File: config.mk
export PLATFORM = sky130hd
export DESIGN_NAME = vphr_device_flat
export DESIGN_NICKNAME = d
export VERILOG_FILES = /design/src/rtl/vphr_pkg.sv /design/src/rtl/vphr_bus_if.sv /design/src/rtl/vphr_device.sv /design/src/flat_wrapper.sv
export SDC_FILE = /design/constraint.sdc
export NUM_CORES = 1
export LEC_CHECK = 0
export ABC_AREA = 1
export ABC_CLOCK_PERIOD_IN_PS = 99200
export BUFFER_PORTS_ARGS = -buffer_cell sky130_fd_sc_hd__clkbuf_2
export CAP_MARGIN = 20
export CORE_MARGIN = 2
export CORE_UTILIZATION = 29
export CTS_BUF_LIST = sky130_fd_sc_hd__clkbuf_8
export DETAILED_ROUTE_END_ITERATION = 7
export GPL_ROUTABILITY_DRIVEN = 0
export PLACE_DENSITY = 0.51
export REMOVE_ABC_BUFFERS = 1
export SYNTH_ARGS = -nofsm -noshare
export SYNTH_HDL_FRONTEND = slang
export SYNTH_SLANG_ARGS = --single-unit
File: constraint.sdc
create_clock -name I_SYS_CLK -period 99.2 [get_ports I_SYS_CLK]
set_clock_uncertainty 0.05 [all_clocks]
set_input_delay 14.88 -clock I_SYS_CLK [delete_from_list [all_inputs] [get_ports I_SYS_CLK]]
set_output_delay 14.88 -clock I_SYS_CLK [all_outputs]
set_load 0.01 [all_outputs]
File: src/rtl/vphr_pkg.sv
package vphr_pkg;

    // ------------------------------------------------------------------
    // Register map of the device side, in 16-bit word indices.
    // ------------------------------------------------------------------
    localparam logic [3:0] ADDR_PRIMARY_STATUS   = 4'h8;
    localparam logic [3:0] ADDR_DEMAND_FEEDBACK  = 4'h9;
    localparam logic [3:0] ADDR_HOST_COMMAND     = 4'ha;
    localparam logic [3:0] ADDR_POSITION_DEMAND  = 4'hb;
    localparam logic [3:0] ADDR_POINT_STATUS     = 4'hc;
    localparam logic [3:0] ADDR_MODULE_CONFIG    = 4'hd;
    localparam logic [3:0] ADDR_SECONDARY_CONFIG = 4'he;
    localparam logic [3:0] ADDR_MODULE_IDENTITY  = 4'hf;

    // ------------------------------------------------------------------
    // Operating mode codes in bits 0-3 of the first status word.
    // ------------------------------------------------------------------
    typedef enum logic [3:0] {
        MODE_UNUSED      = 4'b0000,
        MODE_EXERCISE    = 4'b0001,
        MODE_START       = 4'b0010,
        MODE_TEST        = 4'b0011,
        MODE_LOCAL       = 4'b1000,
        MODE_LOCAL_SEAT  = 4'b1001,
        MODE_LOCAL_BACK  = 4'b1010,
        MODE_LOCAL_CAL   = 4'b1011,
        MODE_NORMAL      = 4'b1100,
        MODE_NORMAL_SEAT = 4'b1101,
        MODE_NORMAL_CAL2 = 4'b1110,
        MODE_NORMAL_CAL3 = 4'b1111
    } vphr_mode_e;

    // ------------------------------------------------------------------
    // Status word bit positions.
    // ------------------------------------------------------------------
    localparam int ST_SHUTDOWN   = 4;
    localparam int ST_AUX_SENSE  = 5;
    localparam int ST_LOOP_ON    = 6;
    localparam int ST_ALIVE      = 7;
    localparam int ST_NULL_POINT = 8;
    localparam int ST_QUALITY    = 9;
    localparam int ST_BACKUP     = 10;
    localparam int ST_XDCR_FAULT = 11;
    localparam int ST_FAILOVER   = 12;
    localparam int ST_DEMAND_ERR = 13;
    localparam int ST_MODE_MISM  = 14;
    localparam int ST_NVM_DONE   = 15;

    // ------------------------------------------------------------------
    // Command word fields.
    // ------------------------------------------------------------------
    typedef enum logic [2:0] {
        CAL_NONE      = 3'b000,
        CAL_ZERO_HOT  = 3'b001,
        CAL_TOP_HOT   = 3'b010,
        CAL_FULL      = 3'b011,
        CAL_TO_NULL   = 3'b100,
        CAL_BAD_5     = 3'b101,
        CAL_BAD_6     = 3'b110,
        CAL_FULL_NULL = 3'b111
    } vphr_cal_e;

    localparam int CMD_PARTNER_QUAL   = 4;
    localparam int CMD_PARTNER_ALIVE  = 5;
    localparam int CMD_PARTNER_BACKUP = 6;
    localparam logic [15:0] CMD_USED_MASK = 16'h0077;

    // ------------------------------------------------------------------
    // Reset values and timing.
    // ------------------------------------------------------------------
    localparam logic [15:0] RST_WORD        = 16'h0000;
    localparam logic [15:0] RST_SLOPE_ONE   = 16'h0100;
    localparam int          CLK_HZ          = 20_000_000;
    localparam int          HOLD_TIME_S     = 5;
    localparam int          HOLD_CYCLES     = HOLD_TIME_S * CLK_HZ;
    localparam int          ALIVE_TIME_US   = 10_000;
    localparam int          ALIVE_CYCLES    = ALIVE_TIME_US * (CLK_HZ / 1_000_000);

endpackage : vphr_pkg

File: src/rtl/vphr_bus_if.sv
`timescale 1ns/1ps
`default_nettype none

// ----------------------------------------------------------------------
// Shared word port between the positioner and the plant controller.
// ----------------------------------------------------------------------
interface vphr_bus_if;
    logic        req;
    logic        wr;
    logic [3:0]  addr;
    logic [15:0] wdata;
    logic [15:0] rdata;
    logic        ack;

    modport device (input req, input wr, input addr, input wdata, output rdata, output ack);
    modport host   (output req, output wr, output addr, output wdata, input rdata, input ack);
endinterface : vphr_bus_if

`default_nettype wire

File: src/rtl/vphr_device.sv
// The APB interface to the registers is this design's own decision.
`timescale 1ns/1ps
`default_nettype none


module vphr_device
    import vphr_pkg::*;
#(
    parameter int HOLD_CNT  = vphr_pkg::HOLD_CYCLES,
    parameter int ALIVE_CNT = vphr_pkg::ALIVE_CYCLES
) (
    // Clock and reset.
    input  wire logic               I_SYS_CLK,
    input  wire logic               I_RST,
    // Controller side.
    vphr_bus_if.device              bus,
    // Positioner core side.
    input  wire vphr_pkg::vphr_mode_e i_mode,
    input  wire logic               i_shutdown,
    input  wire logic               i_aux_sense,
    input  wire logic               i_loop_interface_on,
    input  wire logic               i_null_point,
    input  wire logic               i_quality_bad,
    input  wire logic               i_backup,
    input  wire logic               i_xdcr_fault,
    input  wire logic               i_link_demand_vld,
    input  wire logic [15:0]        i_link_demand,
    input  wire logic               i_partner_normal,
    input  wire logic               i_partner_local,
    input  wire logic               i_nvm_write_done,
    input  wire logic [15:0]        i_position_feedback,
    input  wire logic [15:0]        i_demand_scale_slope,
    input  wire logic [15:0]        i_demand_scale_offset,
    input  wire logic [15:0]        i_point_status,
    input  wire logic [15:0]        i_module_config,
    input  wire logic [15:0]        i_secondary_config,
    input  wire logic [15:0]        i_module_identity,
    output logic [15:0]             o_position_demand,
    output var vphr_pkg::vphr_cal_e o_cal_request,
    output logic                    o_cal_strobe,
    output logic                    o_partner_quality_bad,
    output logic                    o_partner_alive,
    output logic                    o_partner_backup,
    output logic [15:0]             o_point_status,
    output logic                    o_point_status_we,
    output logic [15:0]             o_module_config,
    output logic                    o_module_config_we
);
    import vphr_pkg::*;

    // ------------------------------------------------------------------
    // State.
    // ------------------------------------------------------------------
    typedef struct packed {
        logic [15:0] rdata;
        logic        ack;
        logic [15:0] demand;
        logic [2:0]  cal;
        logic        cal_stb;
        logic [2:0]  partner;
        logic [15:0] wdata;
        logic        ps_we;
        logic        mc_we;
        logic        alive;
        logic [31:0] alive_cnt;
        logic [31:0] xdcr_cnt;
        logic [31:0] fo_cnt;
        logic        backup_prev;
        logic        dem_err;
        logic        nvm_done;
        logic [15:0] feedback;
    } vphr_dev_s;

    vphr_dev_s q;
    vphr_dev_s d;
    logic [15:0] status;
    logic        mode_normal;
    logic        mode_local;
    logic signed [16:0] diff;

    // ------------------------------------------------------------------
    // Status word assembly.
    // ------------------------------------------------------------------
    always_comb begin
        mode_normal = (i_mode[3:2] == 2'b11);
        mode_local  = (i_mode[3:2] == 2'b10);
        status = 16'h0000;
        status[3:0]           = i_mode;
        status[ST_SHUTDOWN]   = i_shutdown;
        status[ST_AUX_SENSE]  = i_aux_sense;
        status[ST_LOOP_ON]    = i_loop_interface_on;
        status[ST_ALIVE]      = q.alive;
        status[ST_NULL_POINT] = i_null_point;
        status[ST_QUALITY]    = i_quality_bad;
        status[ST_BACKUP]     = i_backup;
        status[ST_XDCR_FAULT] = (q.xdcr_cnt != 32'h0000_0000);
        status[ST_FAILOVER]   = (q.fo_cnt != 32'h0000_0000);
        status[ST_DEMAND_ERR] = q.dem_err;
        status[ST_MODE_MISM]  = (mode_normal && i_partner_local) ||
                                (mode_local && i_partner_normal);
        status[ST_NVM_DONE]   = q.nvm_done;
    end

    // ------------------------------------------------------------------
    // Next state.
    // ------------------------------------------------------------------
    always_comb begin
        d = q;
        d.ack     = 1'b0;
        d.cal_stb = 1'b0;
        d.ps_we   = 1'b0;
        d.mc_we   = 1'b0;
        // Integer division of the readback; a zero slope falls back to identity.
        diff = $signed({i_position_feedback[15], i_position_feedback}) -
               $signed({i_demand_scale_offset[15], i_demand_scale_offset});
        if ((i_demand_scale_slope == RST_SLOPE_ONE) || (i_demand_scale_slope == 16'h0000)) begin
            d.feedback = diff[15:0];
        end else begin
            d.feedback = 16'((diff * 256) / $signed({1'b0, i_demand_scale_slope}));
        end
        if (q.alive_cnt >= 32'(ALIVE_CNT - 1)) begin
            d.alive_cnt = 32'h0000_0000;
            d.alive     = ~q.alive;
        end else begin
            d.alive_cnt = q.alive_cnt + 32'h0000_0001;
        end
        if (i_xdcr_fault) begin
            d.xdcr_cnt = 32'(HOLD_CNT);
        end else if (q.xdcr_cnt != 32'h0000_0000) begin
            d.xdcr_cnt = q.xdcr_cnt - 32'h0000_0001;
        end
        d.backup_prev = i_backup;
        if (i_backup != q.backup_prev) begin
            d.fo_cnt = 32'(HOLD_CNT);
        end else if (q.fo_cnt != 32'h0000_0000) begin
            d.fo_cnt = q.fo_cnt - 32'h0000_0001;
        end
        if (i_link_demand_vld) begin
            d.dem_err = (i_link_demand != q.demand);
        end
        if (i_nvm_write_done) begin
            d.nvm_done = 1'b1;
        end
        if (bus.req && !q.ack) begin
            d.ack = 1'b1;
            if (bus.wr) begin
                unique case (bus.addr)
                    ADDR_HOST_COMMAND: begin
                        // Only bits 0-2 and 4-6 are kept.
                        d.cal     = bus.wdata[2:0];
                        d.cal_stb = 1'b1;
                        d.partner = {bus.wdata[CMD_PARTNER_BACKUP],
                                     bus.wdata[CMD_PARTNER_ALIVE],
                                     bus.wdata[CMD_PARTNER_QUAL]};
                    end
                    ADDR_POSITION_DEMAND: d.demand = bus.wdata;
                    ADDR_POINT_STATUS: begin
                        d.wdata = bus.wdata;
                        d.ps_we = 1'b1;
                    end
                    ADDR_MODULE_CONFIG: begin
                        d.wdata = bus.wdata;
                        d.mc_we = 1'b1;
                    end
                    default: ;
                endcase
            end else begin
                unique case (bus.addr)
                    ADDR_PRIMARY_STATUS: begin
                        d.rdata = status;
                        // Completion flag is read-to-clear; a new event wins.
                        d.nvm_done = i_nvm_write_done;
                    end
                    ADDR_DEMAND_FEEDBACK:  d.rdata = q.feedback;
                    ADDR_POINT_STATUS:     d.rdata = i_point_status;
                    ADDR_MODULE_CONFIG:    d.rdata = i_module_config;
                    ADDR_SECONDARY_CONFIG: d.rdata = i_secondary_config;
                    ADDR_MODULE_IDENTITY:  d.rdata = i_module_identity;
                    default:               d.rdata = RST_WORD;
                endcase
            end
        end
    end

    always_ff @(posedge I_SYS_CLK) begin
        if (I_RST) begin
            q <= '0;
        end else begin
            q <= d;
        end
    end

    // ------------------------------------------------------------------
    // Outputs.
    // ------------------------------------------------------------------
    assign bus.rdata             = q.rdata;
    assign bus.ack               = q.ack;
    assign o_position_demand     = q.demand;
    assign o_cal_request         = vphr_cal_e'(q.cal);
    assign o_cal_strobe          = q.cal_stb;
    assign o_partner_quality_bad = q.partner[0];
    assign o_partner_alive       = q.partner[1];
    assign o_partner_backup      = q.partner[2];
    assign o_point_status        = q.wdata;
    assign o_point_status_we     = q.ps_we;
    assign o_module_config       = q.wdata;
    assign o_module_config_we    = q.mc_we;

endmodule : vphr_device

`default_nettype wire

File: src/flat_wrapper.sv
// flat-port wrapper written by rule: the top's interface ports become plain ports
module vphr_device_flat import vphr_pkg::*;
#(
    parameter int HOLD_CNT  = vphr_pkg::HOLD_CYCLES,
    parameter int ALIVE_CNT = vphr_pkg::ALIVE_CYCLES
)
  (I_SYS_CLK, I_RST, i_mode, i_shutdown, i_aux_sense, i_loop_interface_on, i_null_point, i_quality_bad, i_backup, i_xdcr_fault, i_link_demand_vld, i_link_demand, i_partner_normal, i_partner_local, i_nvm_write_done, i_position_feedback, i_demand_scale_slope, i_demand_scale_offset, i_point_status, i_module_config, i_secondary_config, i_module_identity, o_position_demand, o_cal_request, o_cal_strobe, o_partner_quality_bad, o_partner_alive, o_partner_backup, o_point_status, o_point_status_we, o_module_config, o_module_config_we, bus_req, bus_wr, bus_addr, bus_wdata, bus_rdata, bus_ack);
  vphr_bus_if bus_i ();
  input  wire logic I_SYS_CLK;
  input  wire logic I_RST;
  input  wire vphr_pkg::vphr_mode_e i_mode;
  input  wire logic i_shutdown;
  input  wire logic i_aux_sense;
  input  wire logic i_loop_interface_on;
  input  wire logic i_null_point;
  input  wire logic i_quality_bad;
  input  wire logic i_backup;
  input  wire logic i_xdcr_fault;
  input  wire logic i_link_demand_vld;
  input  wire logic [15:0] i_link_demand;
  input  wire logic i_partner_normal;
  input  wire logic i_partner_local;
  input  wire logic i_nvm_write_done;
  input  wire logic [15:0] i_position_feedback;
  input  wire logic [15:0] i_demand_scale_slope;
  input  wire logic [15:0] i_demand_scale_offset;
  input  wire logic [15:0] i_point_status;
  input  wire logic [15:0] i_module_config;
  input  wire logic [15:0] i_secondary_config;
  input  wire logic [15:0] i_module_identity;
  output logic [15:0] o_position_demand;
  output var vphr_pkg::vphr_cal_e o_cal_request;
  output logic o_cal_strobe;
  output logic o_partner_quality_bad;
  output logic o_partner_alive;
  output logic o_partner_backup;
  output logic [15:0] o_point_status;
  output logic o_point_status_we;
  output logic [15:0] o_module_config;
  output logic o_module_config_we;
  input wire logic [$bits(bus_i.req)-1:0] bus_req;
  input wire logic [$bits(bus_i.wr)-1:0] bus_wr;
  input wire logic [$bits(bus_i.addr)-1:0] bus_addr;
  input wire logic [$bits(bus_i.wdata)-1:0] bus_wdata;
  output wire logic [$bits(bus_i.rdata)-1:0] bus_rdata;
  output wire logic [$bits(bus_i.ack)-1:0] bus_ack;
  assign bus_i.req = bus_req;
  assign bus_i.wr = bus_wr;
  assign bus_i.addr = bus_addr;
  assign bus_i.wdata = bus_wdata;
  assign bus_rdata = bus_i.rdata;
  assign bus_ack = bus_i.ack;
  vphr_device #(.HOLD_CNT(HOLD_CNT), .ALIVE_CNT(ALIVE_CNT)) u_core (.I_SYS_CLK(I_SYS_CLK), .I_RST(I_RST), .bus(bus_i), .i_mode(i_mode), .i_shutdown(i_shutdown), .i_aux_sense(i_aux_sense), .i_loop_interface_on(i_loop_interface_on), .i_null_point(i_null_point), .i_quality_bad(i_quality_bad), .i_backup(i_backup), .i_xdcr_fault(i_xdcr_fault), .i_link_demand_vld(i_link_demand_vld), .i_link_demand(i_link_demand), .i_partner_normal(i_partner_normal), .i_partner_local(i_partner_local), .i_nvm_write_done(i_nvm_write_done), .i_position_feedback(i_position_feedback), .i_demand_scale_slope(i_demand_scale_slope), .i_demand_scale_offset(i_demand_scale_offset), .i_point_status(i_point_status), .i_module_config(i_module_config), .i_secondary_config(i_secondary_config), .i_module_identity(i_module_identity), .o_position_demand(o_position_demand), .o_cal_request(o_cal_request), .o_cal_strobe(o_cal_strobe), .o_partner_quality_bad(o_partner_quality_bad), .o_partner_alive(o_partner_alive), .o_partner_backup(o_partner_backup), .o_point_status(o_point_status), .o_point_status_we(o_point_status_we), .o_module_config(o_module_config), .o_module_config_we(o_module_config_we));
endmodule
==> flow_summary_export.csv <==
group,metric,value,unit
logic_synthesis,synth_area,36010,sq um
logic_synthesis,synth-main-ff-cell,"dfxtp_1",
logic_synthesis,yosysTopAreaCell,"ha_1",
worst_setup_path,r2r-start,"u_core.q[19]",
timing,finalSetupViolCount,0,
die,num_rows,129,
worst_setup_path,cpPeakStageDelay,0.68,ns
worst_setup_path,cpMaxStageDelayCell,"fa_2",
logic_synthesis,synth_edf_count,0,
die,dieWidth,356.4,um
detailed_routing,avgViaCountPerCell,4.851,
worst_setup_path,startpoint_type,"input port",
clock_network,cts_hold_buf,0,
logic_synthesis,synth.distinct_cells,87,
timing,clock.fmax,0.01096,GHz
place,dp_hpwl,96870,um
final_layout,fin_cells,7723,
worst_setup_path,timing.rr.end,"u_core.q[50]",
clock_network,cts_tree,"done",
logic_synthesis,ys_seq_area_share,9.673,%
timing,finalCritPeriodShare,91.94,%
logic_synthesis,synth.top_cells.by_area,"ha_1, nand2_1, dfxtp_1",
clock_network,cts.clk_slew.worst_paths,0.11,ns
final_layout,nNetsFinal,6647,
grt,met1_usage,25.00,%
die,coreArea,123500,sq um
grt,grt_max_degree,58,
die,io_pins,241,
detailed_routing,vias,37460,
grt,top_usage_layer,"met2",
place,numPortBuffers,240,
worst_hold_path,min-delay-start,"u_core.q[83]",
detailed_routing,drcViolationCount,0,
worst_setup_path,cp.arrival,91.59,ns
clock_network,clk_latency,0.51,ns
grt,grt_pass1_wl,188000,um
worst_setup_path,cp.required,99.59,ns
timing,worst_slew_pin_slew,0.9562,ns
worst_setup_path,worst-setup-path-type,"in -> reg",
worst_setup_path,reg2reg_setup_slack,94.52,ns
clock_network,cts_buffer_depth,2,
grt,grt_use_met2,31.02,%
clock_network,cts.sinks,174,
final_layout,final_layout_size_suffix_gt1_share,14.69,%
worst_hold_path,holdCritPathClass,"reg -> reg",
grt,use_met3,0.9565,%
timing,report.final.slew_viol_count,0,
final_layout,area_growth,9.534,%
detailed_routing,drt-initial-drc-count,2407,
clock_network,root_buffer,"clkbuf_8",
clock_network,ctsHtreeMaxLevel,4,
worst_hold_path,min_to,"u_core.q[83]",
timing,slew_headroom,36.18,%
logic_synthesis,ys_warn_count,0,
logic_synthesis,syn_area_per_cell,6.134,sq um
final_layout,n_fill_cell,13750,
grt,grtUsageTotal,18.20,%
timing,whs,0.4190,ns
worst_setup_path,end_kind,"flip-flop",
die,start_util,29.16,%
detailed_routing,avgRoutedWirePerCell,15.59,um
grt,grt_pass1_vias,34490,
grt,overflow,0,
worst_setup_path,crit_path_frequent_cell,"nand2_1",
die,die_area,127000,sq um
detailed_routing,wl,120400,um
logic_synthesis,yosys_register_bits,174,
timing,finalWorstSetupSlack,8.000,ns
worst_hold_path,worstHoldPathCells,1,
timing,hold_violations,0,
place,dp.cells,7641,
timing,period_needed,91.20,ns
place,place_ws,-0.9037,ns
logic_synthesis,synthCells,5871,
worst_setup_path,worstPathMaxFanout,38,
job,cap_violations,0,
status,status,"finished clean",
detailed_routing,first_pass_iters,6,
logic_synthesis,yosysTopAreaCellShare,14.14,%
grt,antenna_found_initial,3,
die,die_y,356.4,um
detailed_routing,detail-route-antenna-nets,0,
worst_setup_path,reg2reg_depth,30,
logic_synthesis,async_flop_share,0,%
clock_network,cts_buffers,17,
[metrics by stage]
stage	area (sq um)	util (%)	TNS [ns]
4_1_cts	38710	31.35	0
3_5_place_dp	38280	31.00	-5.597
6_report	39440	31.95	0
5_1_grt	39440	31.95	-0.4026
2_1_floorplan	34670	-	0
3_3_place_gp	38270	31.00	0
[flip-flops by register name (all words and copies together) (netlist names)]
signal	flops
u_core.o_partner_quality_bad	1
u_core.q	116
u_core.o_cal_strobe	1
u_core.bus.rdata	16
u_core.o_module_config_we	1
u_core.o_cal_request	3
u_core.o_partner_alive	1
u_core.o_module_config	16
u_core.bus.ack	1
u_core.o_point_status_we	1
u_core.o_partner_backup	1
u_core.o_position_demand	16
[area by class of cell]
cell class | count | area, sq um | share of cell area (%)
multi-input cells | 4676 | 28220 | 71.55
flip-flops and latches | 174 | 3483 | 8.831
inverters | 868 | 3347 | 8.485
well taps | 1637 | 2048 | 5.193
repair buffers | 332 | 1913 | 4.850
clock buffers | 17 | 234.0 | 0.5932
clock inverters | 15 | 181.4 | 0.4600
repair inverters | 2 | 10.01 | 0.02538
diodes | 2 | 5.005 | 0.01269
[placed cells by master (no fill, tap or decap), types with 13 or more instances in the layout]
| cell | synthesis | final |
|---|---|---|
| nand2_4 | 31 | 30 |
| or2_2 | 62 | 62 |
| nand3_2 | 61 | 59 |
| o31ai_1 | 21 | 18 |
| o211ai_1 | 23 | 23 |
| ha_1 | 407 | 407 |
| nand3_1 | 298 | 298 |
| a21o_1 | 47 | 47 |
| o21bai_1 | 32 | 30 |
| a211oi_1 | 15 | 15 |
| nor3_1 | 70 | 70 |
| nand4_1 | 129 | 129 |
| nor2_1 | 548 | 537 |
| inv_1 | 818 | 811 |
| a32o_1 | 13 | 13 |
| buf_4 | 73 | 87 |
| a31oi_1 | 30 | 28 |
| a21oi_2 | 3 | 22 |
| nor2_4 | 20 | 24 |
| nand2_1 | 1292 | 1291 |
| clkbuf_2 | 0 | 240 |
| nand3b_1 | 17 | 17 |
| a21oi_1 | 401 | 379 |
| clkbuf_8 | 19 | 17 |
| nand2_2 | 141 | 140 |
| xnor2_1 | 152 | 152 |
| nor2_2 | 44 | 51 |
| inv_2 | 23 | 28 |
| o21a_1 | 15 | 15 |
| o21ai_2 | 14 | 16 |
| o21ai_1 | 22 | 44 |
| dfxtp_1 | 174 | 174 |
| o21ai_0 | 411 | 386 |
| xor2_1 | 195 | 195 |
| conb_1 | 1 | 21 |
[cells by family after synthesis]
logic type	count (synthesis)	share of synthesized area [%]
AND/OR/NAND/NOR	2793	36.88
AO/OA/AOI/OAI	1093	17.26
buffers and inverters	1043	13.12
adder cells (fa/ha/maj)	409	14.25
XOR/XNOR	349	8.530
flip-flops	174	9.673
multiplexers	9	0.2710
other	1	0.01041
[critical path: cells and delay by family]
kind / cells / cell delay, ns
AO/OA/AOI/OAI: 183 / 31.95
XOR/XNOR: 2 / 0.61
adder cells (fa/ha/maj): 34 / 10.76
buffers and inverters: 101 / 10.76
multiplexers: 1 / 0.19
AND/OR/NAND/NOR: 186 / 22.26
[routing by layer]
metal	wire, um	vias up
li1	-	19660
met1	58380	16900
met2	55040	788
met3	4355	120
met4	2592	0
met5	0	-
[Yosys cell counts (11+ instances only)]
library cell and count:
ha_1 407, nand2_4 31, xnor2_1 152, nor2_4 20
inv_2 23, o21a_1 15, nor4_1 12, buf_6 22
nand3_2 61, a21o_1 47, xor2_1 195, or2_2 62
nor3_1 70, a32o_1 13, o21ai_0 411, o21ai_2 14
o211ai_1 23, nand2_1 1292, buf_4 73, nand4_1 129
inv_1 818, nor2_1 548, nand3b_1 17, nand3_1 298
nand2_2 141, clkbuf_1 49, clkinv_1 11, o21ai_1 22
a211oi_1 15, clkbuf_8 19, o31ai_1 21, dfxtp_1 174
o21bai_1 32, a21oi_1 401, a31oi_1 30, nor2_2 44
[how the worst max path moves through the flow]
stage / from / end / slack (ns) / cells past startpoint
2_1_floorplan: i_demand_scale_slope[0] / u_core.q[14] / 7.95 / 512
3_3_place_gp: i_demand_scale_slope[14] / u_core.q[12] / 1.52 / 514
3_5_place_dp: i_demand_scale_slope[14] / u_core.q[12] / -0.90 / 521
4_1_cts: i_demand_scale_slope[14] / u_core.q[12] / 0.12 / 524
5_1_grt: i_demand_scale_slope[14] / u_core.q[14] / -0.11 / 535
6_report: i_position_feedback[0] / u_core.q[8] / 8.00 / 507
[repair_timing]
action | CTS | global route
cloned | 0 | 4
setup endpoints to repair | 6 | 16
buffers inserted | 0 | 44
gates resized for setup | 4 | 110
pin swaps | 0 | 12
Power is not shown: default switching activity piles up to over one toggle a cycle in this logic, so the estimate is an artifact.
